## config.mk

```make
export PLATFORM = sky130hd
export DESIGN_NAME = serial_irq_source_select
export DESIGN_NICKNAME = d
export VERILOG_FILES = /design/src/logic/sirq_pkg.sv /design/src/logic/serial_irq_source_select.sv /design/src/logic/sirq_chan_mem.sv
export SDC_FILE = /design/constraint.sdc
export NUM_CORES = 1
export LEC_CHECK = 0
export BUFFER_PORTS_ARGS = -buffer_cell sky130_fd_sc_hd__buf_2
export CAP_MARGIN = 20
export CORE_MARGIN = 2
export CORE_UTILIZATION = 40
export CTS_BUF_LIST = sky130_fd_sc_hd__clkbuf_16
export DETAILED_ROUTE_END_ITERATION = 6
export PLACE_DENSITY_LB_ADDON = 0.08
export SLEW_MARGIN = 25
export SYNTH_ARGS = -nofsm -noshare
export SYNTH_HDL_FRONTEND = slang
export SYNTH_SLANG_ARGS = --single-unit
```

## constraint.sdc

```tcl
create_clock -name sys_clk -period 2.3 [get_ports sys_clk]
set_input_delay 0.69 -clock sys_clk [delete_from_list [all_inputs] [get_ports sys_clk]]
set_output_delay 0.69 -clock sys_clk [all_outputs]
set_load 0.05 [all_outputs]
```

## src/logic/sirq_pkg.sv

```systemverilog
// Package: register map, field layout and sizes of the serial interrupt source selector
package sirq_pkg;

    // ==========================================================
    // Sizes
    localparam int CHANNELS = 16;
    localparam int DEVICES = 64;
    localparam int ADDR_W = 8;

    // ==========================================================
    // Register map
    localparam logic [7:0] CHAN_BASE = 8'h40;
    localparam logic [7:0] CHAN_LAST = 8'h4f;
    localparam logic [7:0] FW_IRQ_OFS = 8'h50;
    localparam logic [7:0] CHAN_RESET = 8'hff;
    localparam logic [7:0] UNMAPPED_READ = 8'h00;

    // ==========================================================
    // Channel entry fields
    localparam int LINE_SEL_BIT = 7;
    localparam int LOCATION_BIT = 6;
    localparam int DEV_LSB = 0;
    localparam int DEV_W = 6;
    localparam logic [5:0] FW_DEVICE = 6'h0c;

    typedef struct packed {
        logic line_sel;
        logic location;
        logic [5:0] device;
    } chan_entry_type;

    typedef struct packed {
        logic [ADDR_W-1:0] addr;
        logic [7:0] wdata;
        logic wr;
        logic rd;
    } reg_req_type;

endpackage

```

## src/logic/serial_irq_source_select.sv

```systemverilog
// Top: per-channel selection of logical device interrupts onto the serial IRQ slots
// Overview of operation
// - Bit 7 picks first or second line
// - Single-line devices ignore the line choice
// - Bits 5:0 pick the source logical device
// - Device 0Ch gives firmware-driven host interrupt
// - Sixteen independently configurable channels
// - Entry FFh keeps channel deactivated
module serial_irq_source_select
    import sirq_pkg::*;
#(
    parameter int N = CHANNELS,
    parameter logic [DEVICES-1:0] TWO_LINE_DEVICES = 64'h0000_0000_0000_0002
) (
    // Clock and resets
    input wire logic sys_clk,
    input wire logic resetn,
    input wire logic host_side_reset_n,
    // Register port
    input wire logic [ADDR_W-1:0] reg_addr,
    input wire logic [7:0] reg_wdata,
    input wire logic reg_wr,
    input wire logic reg_rd,
    output logic [7:0] reg_rdata,
    // Logical device interrupt lines
    input wire logic [DEVICES-1:0] dev_irq_first,
    input wire logic [DEVICES-1:0] dev_irq_second,
    // Slot levels toward the serial IRQ framer
    output logic [N-1:0] irq_slot_active
);

    // ==========================================================
    // Request decode
    reg_req_type req;

    logic chan_hit;
    logic fw_lo_hit;
    logic fw_hi_hit;

    logic chan_wr;
    logic fw_lo_wr;
    logic fw_hi_wr;
    logic [3:0] chan_idx;

    assign req = '{addr: reg_addr, wdata: reg_wdata, wr: reg_wr, rd: reg_rd};
    assign chan_idx = req.addr[3:0];

    // Offsets outside the map decode to no hit, so writes there are lost
    always_comb begin
        chan_hit = 1'b0;
        fw_lo_hit = 1'b0;
        fw_hi_hit = 1'b0;
        if ((req.addr >= CHAN_BASE) && (req.addr <= CHAN_LAST)) begin
            chan_hit = 1'b1;
        end
        if (req.addr == FW_IRQ_OFS) begin
            fw_lo_hit = 1'b1;
        end
        if (req.addr == FW_IRQ_OFS + 8'h01) begin
            fw_hi_hit = 1'b1;
        end
    end

    assign chan_wr = req.wr && chan_hit;
    assign fw_lo_wr = req.wr && fw_lo_hit;
    assign fw_hi_wr = req.wr && fw_hi_hit;

    // ==========================================================
    // Channel storage
    chan_entry_type [N-1:0] entries;

    // Sixteen independent entries
    // Its own read port lags a cycle, so reads take the live entries instead
    sirq_chan_mem #(.N(N)) u_mem (
        .sys_clk(sys_clk),
        .host_side_reset_n(host_side_reset_n),
        .wr_en(chan_wr),
        .wr_idx(chan_idx),
        .wr_data(req.wdata),
        .rd_idx(chan_idx),
        .rd_data(),
        .entries(entries)
    );

    // ==========================================================
    // Firmware interrupt register
    logic [N-1:0] fw_irq_r;
    logic [N-1:0] fw_irq_nxt;

    // Firmware raises its slots through these bits
    // Each byte lands on its own, so a half update is live at once
    generate
        for (genvar g = 0; g < N; g++) begin : g_fw
            always_comb begin
                fw_irq_nxt[g] = fw_irq_r[g];
                if ((g < 8) && fw_lo_wr) begin
                    fw_irq_nxt[g] = req.wdata[g % 8];
                end
                if ((g >= 8) && (g < 16) && fw_hi_wr) begin
                    fw_irq_nxt[g] = req.wdata[g % 8];
                end
            end
        end
    endgenerate

    // Firmware bits follow the host-side reset like the channel entries
    always_ff @(posedge sys_clk or negedge host_side_reset_n) begin
        if (!host_side_reset_n) begin
            fw_irq_r <= '0;
        end else begin
            fw_irq_r <= fw_irq_nxt;
        end
    end

    // ==========================================================
    // Read path
    typedef enum logic [1:0] {
        RD_NONE,
        RD_CHAN,
        RD_FW_LO,
        RD_FW_HI
    } rd_src_type;

    rd_src_type rd_src;
    logic [7:0] fw_lo_view;
    logic [7:0] fw_hi_view;
    logic [7:0] rdata_nxt;

    assign fw_lo_view = fw_irq_r[7:0];
    assign fw_hi_view = fw_irq_r[N-1:8];

    always_comb begin
        rd_src = RD_NONE;
        if (req.rd && chan_hit) begin
            rd_src = RD_CHAN;
        end else if (req.rd && fw_lo_hit) begin
            rd_src = RD_FW_LO;
        end else if (req.rd && fw_hi_hit) begin
            rd_src = RD_FW_HI;
        end
    end

    // Unmapped offsets and idle cycles read as zero
    always_comb begin
        case (rd_src)
            RD_CHAN: rdata_nxt = 8'(entries[chan_idx]);
            RD_FW_LO: rdata_nxt = fw_lo_view;
            RD_FW_HI: rdata_nxt = fw_hi_view;
            default: rdata_nxt = UNMAPPED_READ;
        endcase
    end

    // Registered so the read data stand one cycle and then fall back to zero
    always_ff @(posedge sys_clk or negedge resetn) begin
        if (!resetn) begin
            reg_rdata <= UNMAPPED_READ;
        end else begin
            reg_rdata <= rdata_nxt;
        end
    end

    // ==========================================================
    // Routing
    logic [N-1:0] slot_nxt;

    generate
        for (genvar g = 0; g < N; g++) begin : g_route
            logic [DEV_W-1:0] dev;
            logic use_second;
            logic line_level;
            logic from_fw;
            logic picked;
            logic located;
            logic parked;
            logic enabled;

            always_comb begin
                dev = entries[g].device;

                use_second = entries[g].line_sel && TWO_LINE_DEVICES[dev];
                if (use_second) begin
                    line_level = dev_irq_second[dev];
                end else begin
                    line_level = dev_irq_first[dev];
                end

                from_fw = (dev == FW_DEVICE);
                if (from_fw) begin
                    picked = fw_irq_r[g];
                end else begin
                    picked = line_level;
                end

                located = !entries[g].location;
                // FFh deactivates
                // Kept explicit although FFh also has bit 6 set
                parked = (entries[g] == chan_entry_type'(CHAN_RESET));
                enabled = located && !parked;

                slot_nxt[g] = enabled && picked;
            end
        end
    endgenerate

    // ==========================================================
    // Slot register
    // A cycle of latency is traded for glitch-free slot levels
    always_ff @(posedge sys_clk or negedge resetn) begin
        if (!resetn) begin
            irq_slot_active <= '0;
        end else begin
            irq_slot_active <= slot_nxt;
        end
    end

endmodule

```

## src/logic/sirq_chan_mem.sv

```systemverilog
// Channel entry storage with registered read data
module sirq_chan_mem
    import sirq_pkg::*;
#(
    parameter int N = CHANNELS
) (
    // Clock and reset
    input wire logic sys_clk,
    input wire logic host_side_reset_n,
    // Write port
    input wire logic wr_en,
    input wire logic [3:0] wr_idx,
    input wire logic [7:0] wr_data,
    // Read port
    input wire logic [3:0] rd_idx,
    output logic [7:0] rd_data,
    // All entries for the routing logic
    output chan_entry_type [N-1:0] entries
);

    // ==========================================================
    // Storage
    logic [7:0] mem_r [N];
    logic [7:0] mem_nxt [N];
    logic [7:0] rd_data_nxt;

    always_comb begin
        for (int i = 0; i < N; i++) begin
            mem_nxt[i] = mem_r[i];
        end
        if (wr_en) begin
            mem_nxt[wr_idx] = wr_data;
        end
        rd_data_nxt = mem_r[rd_idx];
    end

    // Entries reset to deactivated on the host-side reset
    always_ff @(posedge sys_clk or negedge host_side_reset_n) begin
        if (!host_side_reset_n) begin
            for (int i = 0; i < N; i++) begin
                mem_r[i] <= CHAN_RESET;
            end
            rd_data <= 8'h00;
        end else begin
            mem_r <= mem_nxt;
            rd_data <= rd_data_nxt;
        end
    end

    generate
        for (genvar g = 0; g < N; g++) begin : g_out
            assign entries[g] = chan_entry_type'(mem_r[g]);
        end
    endgenerate

endmodule

```

==> results of run 1 <==
-- power breakdown --
part	internal, mW	leakage [nW]	total, mW	switching (mW)
combinational	1.74	6.04	3.65	1.92
clock	1.84	0.310	3.34	1.50
sequential	3.24	1.85	3.59	0.352
-- path summary, 6_finish.rpt --
path / start / end / slack [ns] / depth (start not counted)
worst max register to register: u_mem.entries[8]$_DFFE_PN1P_ / irq_slot_active[1]$_DFF_PN0_ / -0.18 / 8
max in group asynchronous: host_side_reset_n / u_mem.entries[45]$_DFFE_PN1P_ / 1.45 / 2
worst min-delay path: resetn / irq_slot_active[4]$_DFF_PN0_ / 0.14 / 2
worst max-delay path: u_mem.entries[8]$_DFFE_PN1P_ / irq_slot_active[1]$_DFF_PN0_ / -0.18 / 8
worst min register to register: u_mem.entries[118]$_DFFE_PN1P_ / irq_slot_active[14]$_DFF_PN0_ / 0.55 / 1
min in group sys_clk: u_mem.entries[118]$_DFFE_PN1P_ / irq_slot_active[14]$_DFF_PN0_ / 0.55 / 1
-- synthesized netlist by cell type, drive strengths merged (7+ instances only) --
cell / instances / share of area
nor2: 56 / 0.012
o21ai: 25 / 0.0072
mux4: 263 / 0.34
clkbuf: 131 / 0.028
nand4b: 9 / 0.0045
mux2i: 141 / 0.081
nand3b: 15 / 0.0065
nand3: 65 / 0.019
nand2: 70 / 0.015
nand2b: 9 / 0.0032
o211ai: 7 / 0.0030
dfstp: 128 / 0.19
o22ai: 17 / 0.0061
buf: 72 / 0.023
nor3b: 7 / 0.0033
a211oi: 9 / 0.0039
mux2: 156 / 0.10
or2: 7 / 0.0025
nor3: 26 / 0.0077
a31oi: 16 / 0.0057
nor2b: 32 / 0.011
dfrtp: 40 / 0.057
inv: 26 / 0.0056
nand4: 16 / 0.0057
a22oi: 27 / 0.012
a21oi: 25 / 0.0072
-- stage by stage --
| stage | instance area, µm² | util | setup WS [ns] | hold slack, ns |
|---|---|---|---|---|
| final | 22200 | 0.516 | -0.176 | 0.140 |
| after global routing | 22200 | 0.516 | -0.247 | 0.141 |
| after CTS | 21800 | 0.506 | -0.177 | 0.111 |
| after detailed placement | 20600 | 0.479 | -0.591 | 0.541 |
| after global placement | 20600 | 0.479 | -0.548 | 0.536 |
| after floorplan | 17500 | - | -0.0117 | 0.394 |
-- cell families after synthesis --
logic type,after synthesis,share of synthesized area
flops,168,0.250
compound gates,172,0.0677
mux,560,0.521
simple gates,341,0.104
buf+inv,229,0.0571
-- critical path, cell delays in order, from the launching register on --
cell	delay (ns)
dfstp_2	0.57
buf_12	0.13
buf_12	0.11
mux4_2	0.49
mux4_2	0.59
nor2_1	0.13
nor4_1	0.07
a21oi_1	0.13
o21ai_1	0.12
-- timing repair --
item / CTS / global route
hold endpoints to repair: 0 / 0
endpoints found under the setup margin: 14 / 16
buffers inserted: 20 / 12
gates cloned: 1 / 2
pin swaps: 13 / 23
gates resized for setup: 65 / 50
-- registers in the layout, indices dropped and copies added, names as in the netlist --
| signal | count |
|---|---|
| u_mem.entries | 128 |
| irq_slot_active | 16 |
| reg_rdata | 8 |
| fw_irq_r | 16 |
-- final cells by class --
cell class | count | area, µm²
sequential | 168 | 4390
multi-input combinational | 1073 | 12500
clock inverter | 15 | 215
inverter | 26 | 97.6
clock buffer | 17 | 425
antenna | 3 | 7.51
tap | 585 | 732
timing repair buffer | 468 | 3870
fill | 3873 | 20800
-- metal layers --
layer / part of all wire / vias to the layer above / track usage
met5: 0.00017 / - / 0
met4: 0.073 / 2 / 0.248
met3: 0.082 / 218 / 0.0706
met2: 0.47 / 947 / 0.577
met1: 0.37 / 8399 / 0.453
li1: - / 6438 / -
-- placed cells by master (no fill, tap or decap), types with 5 or more instances in the layout --
master,Yosys,routed
or2_2,7,7
a21oi_1,25,20
buf_8,0,6
buf_4,8,293
clkbuf_16,0,19
nor4_1,6,6
o211ai_1,7,7
nand2b_1,9,6
mux4_2,263,263
o21ai_0,25,23
nor2_1,56,55
nand3b_1,15,15
dfrtp_1,40,40
nand4b_1,9,9
dfstp_4,0,8
nand4_1,16,16
mux2i_1,141,136
buf_6,8,11
nor3_1,25,22
a31oi_4,0,5
a211oi_1,9,7
a22o_1,5,5
and3_1,6,5
buf_2,37,115
a22oi_1,27,26
nand2_1,70,66
nand3_1,65,61
nor2b_1,32,30
inv_1,26,25
a311oi_1,5,5
o22ai_1,17,16
buf_12,0,40
mux2_4,0,5
dfstp_2,128,120
a31oi_1,16,8
mux2_2,156,151
==> flow_summary.ini, run 1 <==
[placement]
dp_cells = 2289
hpwl_um = 60300
gp_congestion = 0.986
portBuffers = 116

[status]
status = complete, but fails checks
violations = setup timing

[detailed_routing]
vias = 16000
first_pass_iters = 5
drc = 0
ant_nets = 0
wire_per_inst_um = 34.2
drt_iter0_markers = 1509
viasPerCell = 6.80
drt_wl_total_um = 80600

[final_layout]
syn2layout_area_growth_pct = 27.5
layout-drive-gt1-share = 0.628
fin_nets = 1903
layout.cells.non_filler = 2355

[floorplan]
core_um2 = 43100
chipWidth_um = 213
die_h_um = 213
rows = 76
start_util = 0.405
ios = 173
dieArea_um2 = 45300

[synthesis]
synth_flop_cell = dfstp_2
syn_area_um2 = 17400
synth_warnings = 0
ys_seq_elements = 168
synthArstFlopShare = 1.00
avgSynthCellArea_um2 = 11.9
synth_cell_type_count = 60
ys_seq_area_frac = 0.250
netlist_instances = 1470
synth_edf_count = 0
syn_nets = 1619

[clock_network]
htree_num_levels = 4
ctsHoldBuffers = 0
clkTransAtPathRegs_ns = 0.09
clock_latency_ns = 0.51
cts_tree = yes
clk_path_buf_depth = 2
cts_made_buffers = 17
ctsRootBufferMaster = clkbuf_16
cts_sinks = 168

[worst_setup_path]
end_kind = register
crit_type = reg2reg
crit_required_ns = 2.66
crit_arrival_ns = 2.83
cp_max_fo = 4
start_kind = register

[sta]
tns_ns = -0.907
rsz0062_at_grt = yes
setup_ws_ns = -0.176
fin_skew_ns = 0.0198
fin_crit_sh = 1.08
finalHoldViolations = 0
fmax_ghz = 0.404
setup_violations = 11
slew_headroom = 0.502
report.final.slew_viol_count = 0
tightest_slew_ns = 0.748
min_period_ns = 2.48

[power_and_ir_drop]
ir_drop_uv = 516
p_per_area_nw_per_um2 = 476
power_mw = 10.6
power.leakage_nw = 8.20

[global_routing]
grt_util_all_layers = 0.365
antenna_found_initial = 7
grt_pass1_vias = 15900
grt_overflow = 0
grt_pass1_wl_um = 115000
grt_max_degree = 44

[flow_run]
drv_cap = 0

[min_path]
hold_path_class = in2async
Power figures use the tool's default switching activity.
==> run 2: changes to the inputs <==
--- a/config.mk
+++ b/config.mk
@@ -8,10 +8,11 @@
 export BUFFER_PORTS_ARGS = -buffer_cell sky130_fd_sc_hd__buf_2
 export CAP_MARGIN = 20
 export CORE_MARGIN = 2
-export CORE_UTILIZATION = 40
+export CORE_UTILIZATION = 55
 export CTS_BUF_LIST = sky130_fd_sc_hd__clkbuf_16
 export DETAILED_ROUTE_END_ITERATION = 6
 export PLACE_DENSITY_LB_ADDON = 0.08
+export RECOVER_POWER = 50
 export SLEW_MARGIN = 25
 export SYNTH_ARGS = -nofsm -noshare
 export SYNTH_HDL_FRONTEND = slang
==> flow_summary.ini, run 2 (synthesis gave the netlist of run 1 again) <==
[status]
violations = DRC, setup timing
status = complete, but fails checks

[final_layout]
final_area_um2 = 21500
layout_common_cells = mux4_2 (263), buf_4 (257), mux2_2 (150)
syn2layout_area_growth_pct = 23.1
fin_nets = 1871
largest_reg_flops = 128
layout.cells.non_filler = 2140
layout-drive-gt1-share = 0.608
nFillCells = 2367
final_common_cell = mux4_2

[floorplan]
die_h_um = 182
core_um2 = 31400
ios = 173
start_util = 0.556
rows = 65
chipWidth_um = 182
dieArea_um2 = 33200

[sta]
setup_ws_ns = -0.172
fin_crit_sh = 1.07
rsz0062_at_grt = yes
setup_violations = 9
min_period_ns = 2.47
finalHoldViolations = 0
tightest_slew_ns = 1.10
report.final.slew_viol_count = 0
fin_skew_ns = 0.0129
slew_headroom = 0.267
fmax_ghz = 0.405

[worst_setup_path]
crit_required_ns = 2.67
cp_num_buf_inv = 3
worstPathCellList = buf_12, buf_12, mux4_2, mux4_2, inv_2, a21oi_2, and4b_1, a21o_1
crit_type = reg2reg
cpMaxStageDelayCell = dfstp_4
critical-path-top-delay-family = multiplexers
timing.rr.start = u_mem.entries[64]$_DFFE_PN1P_
worst_path_largest_cell_delay_ns = 0.65
timing.reg2reg.setup_slack_ns = -0.17
worst_r2r_path_depth = 8
crit_arrival_ns = 2.84
regToRegEndpoint = irq_slot_active[8]$_DFF_PN0_
cp_max_fo = 6
end_kind = register
start_kind = register

[global_routing]
grt_pass1_wl_um = 110000
grt_util_all_layers = 0.467
grt_max_degree = 40
antenna_found_initial = 7
grt_pass1_vias = 16000
grt_overflow = 0

[detailed_routing]
wire_per_inst_um = 35.9
wl_met2_um = 33400
vias = 16400
drt_wl_total_um = 76800
top_layer_used = met5
viasPerCell = 7.66
drc = 2
first_pass_iters = 7
drt-met1-wl_um = 25900
ant_nets = 0
drt_iter0_markers = 2194
met3_length_um = 10900

[placement]
dp_cells = 2073
portBuffers = 116
gp_congestion = 1.04
hpwl_um = 56100
placed_cell_area_um2 = 20200
place_ws_ns = -0.502

[clock_network]
ctsRootBufferMaster = clkbuf_16
clkTransAtPathRegs_ns = 0.08
htree_num_levels = 4
clk_path_buf_depth = 2
cts_tree = yes
clock_latency_ns = 0.48
cts_made_buffers = 17
cts_sinks = 168

[power_and_ir_drop]
power.leakage_nw = 7.93
ir_drop_uv = 583
p_per_area_nw_per_um2 = 475
power_mw = 10.2

[min_path]
hold_path_class = in2async

[flow_run]
drv_cap = 0
==> run 2: cell count changes in the layout (fill, tap and decap cells not counted), sizes merged <==
cell,delta
buf,-43
bufinv,-2
clkbuf,+11
clkinv,-2
clkinvlp,+2
inv,+2
==> run 2: metrics by stage <==
step	util	hold WS (ns)	TNS (ns)
6_report	0.684	0.473	-0.587
5_1_grt	0.684	0.487	-1.14
4_1_cts	0.673	0.280	-0.560
3_5_place_dp	0.644	0.546	-13.19
3_3_place_gp	0.644	0.549	-9.93
2_1_floorplan	-	0.394	-0.0208
==> run 2: worst max path at each step <==
stage / cells past startpoint / slack [ns] / end / start
3_3_place_gp: 7 / -0.53 / irq_slot_active[2]$_DFF_PN0_ / dev_irq_first[39]
6_report: 8 / -0.17 / irq_slot_active[8]$_DFF_PN0_ / u_mem.entries[64]$_DFFE_PN1P_
2_1_floorplan: 6 / -0.01 / reg_rdata[7]$_DFF_PN0_ / reg_addr[1]
5_1_grt: 8 / -0.21 / irq_slot_active[8]$_DFF_PN0_ / u_mem.entries[64]$_DFFE_PN1P_
3_5_place_dp: 7 / -0.50 / irq_slot_active[2]$_DFF_PN0_ / dev_irq_first[53]
4_1_cts: 8 / -0.18 / irq_slot_active[8]$_DFF_PN0_ / u_mem.entries[64]$_DFFE_PN1P_
==> run 2: repair_timing <==
| item | CTS | global route |
|---|---|---|
| pin swaps | 12 | 17 |
| hold endpoints to repair | 0 | 0 |
| buffers inserted | 13 | 18 |
| setup endpoints to repair | 12 | 15 |
| cloned | 0 | 1 |
| resized for setup | 35 | 53 |
| hold buffers | 0 | 0 |
==> run 2: cell type report <==
cell class              count  area [µm²]  area share
diodes                      3        7.51    0.000349
clock buffers              17         425      0.0198
clock inverters            15         180     0.00839
inverters                  26        97.6     0.00454
multi-input cells        1073       12300       0.575
flip-flops and latches    168        4390       0.205
well taps                 402         503      0.0234
repair buffers            436        3520       0.164
==> run 2: where the power goes <==
| part | internal, mW | leakage (nW) | switching (mW) |
|---|---|---|---|
| registers | 3.24 | 1.85 | 0.374 |
| clock network | 1.64 | 0.287 | 1.44 |
| logic | 1.65 | 5.80 | 1.85 |
==> run 2: worst reg2reg max path, delay by kind of cell (launching register included) <==
kind                   cells  cell delay, ns
flip-flops                 1            0.65
multiplexers               2            0.98
buffers and inverters      3            0.35
AO/OA/AOI/OAI              2            0.22
AND/OR/NAND/NOR            1            0.18
==> run 2: metal layers <==
metal,vias to the layer above,GRT usage
met2,1409,0.691
li1,6373,-
met1,8171,0.571
met3,421,0.185
met4,8,0.305
met5,-,0
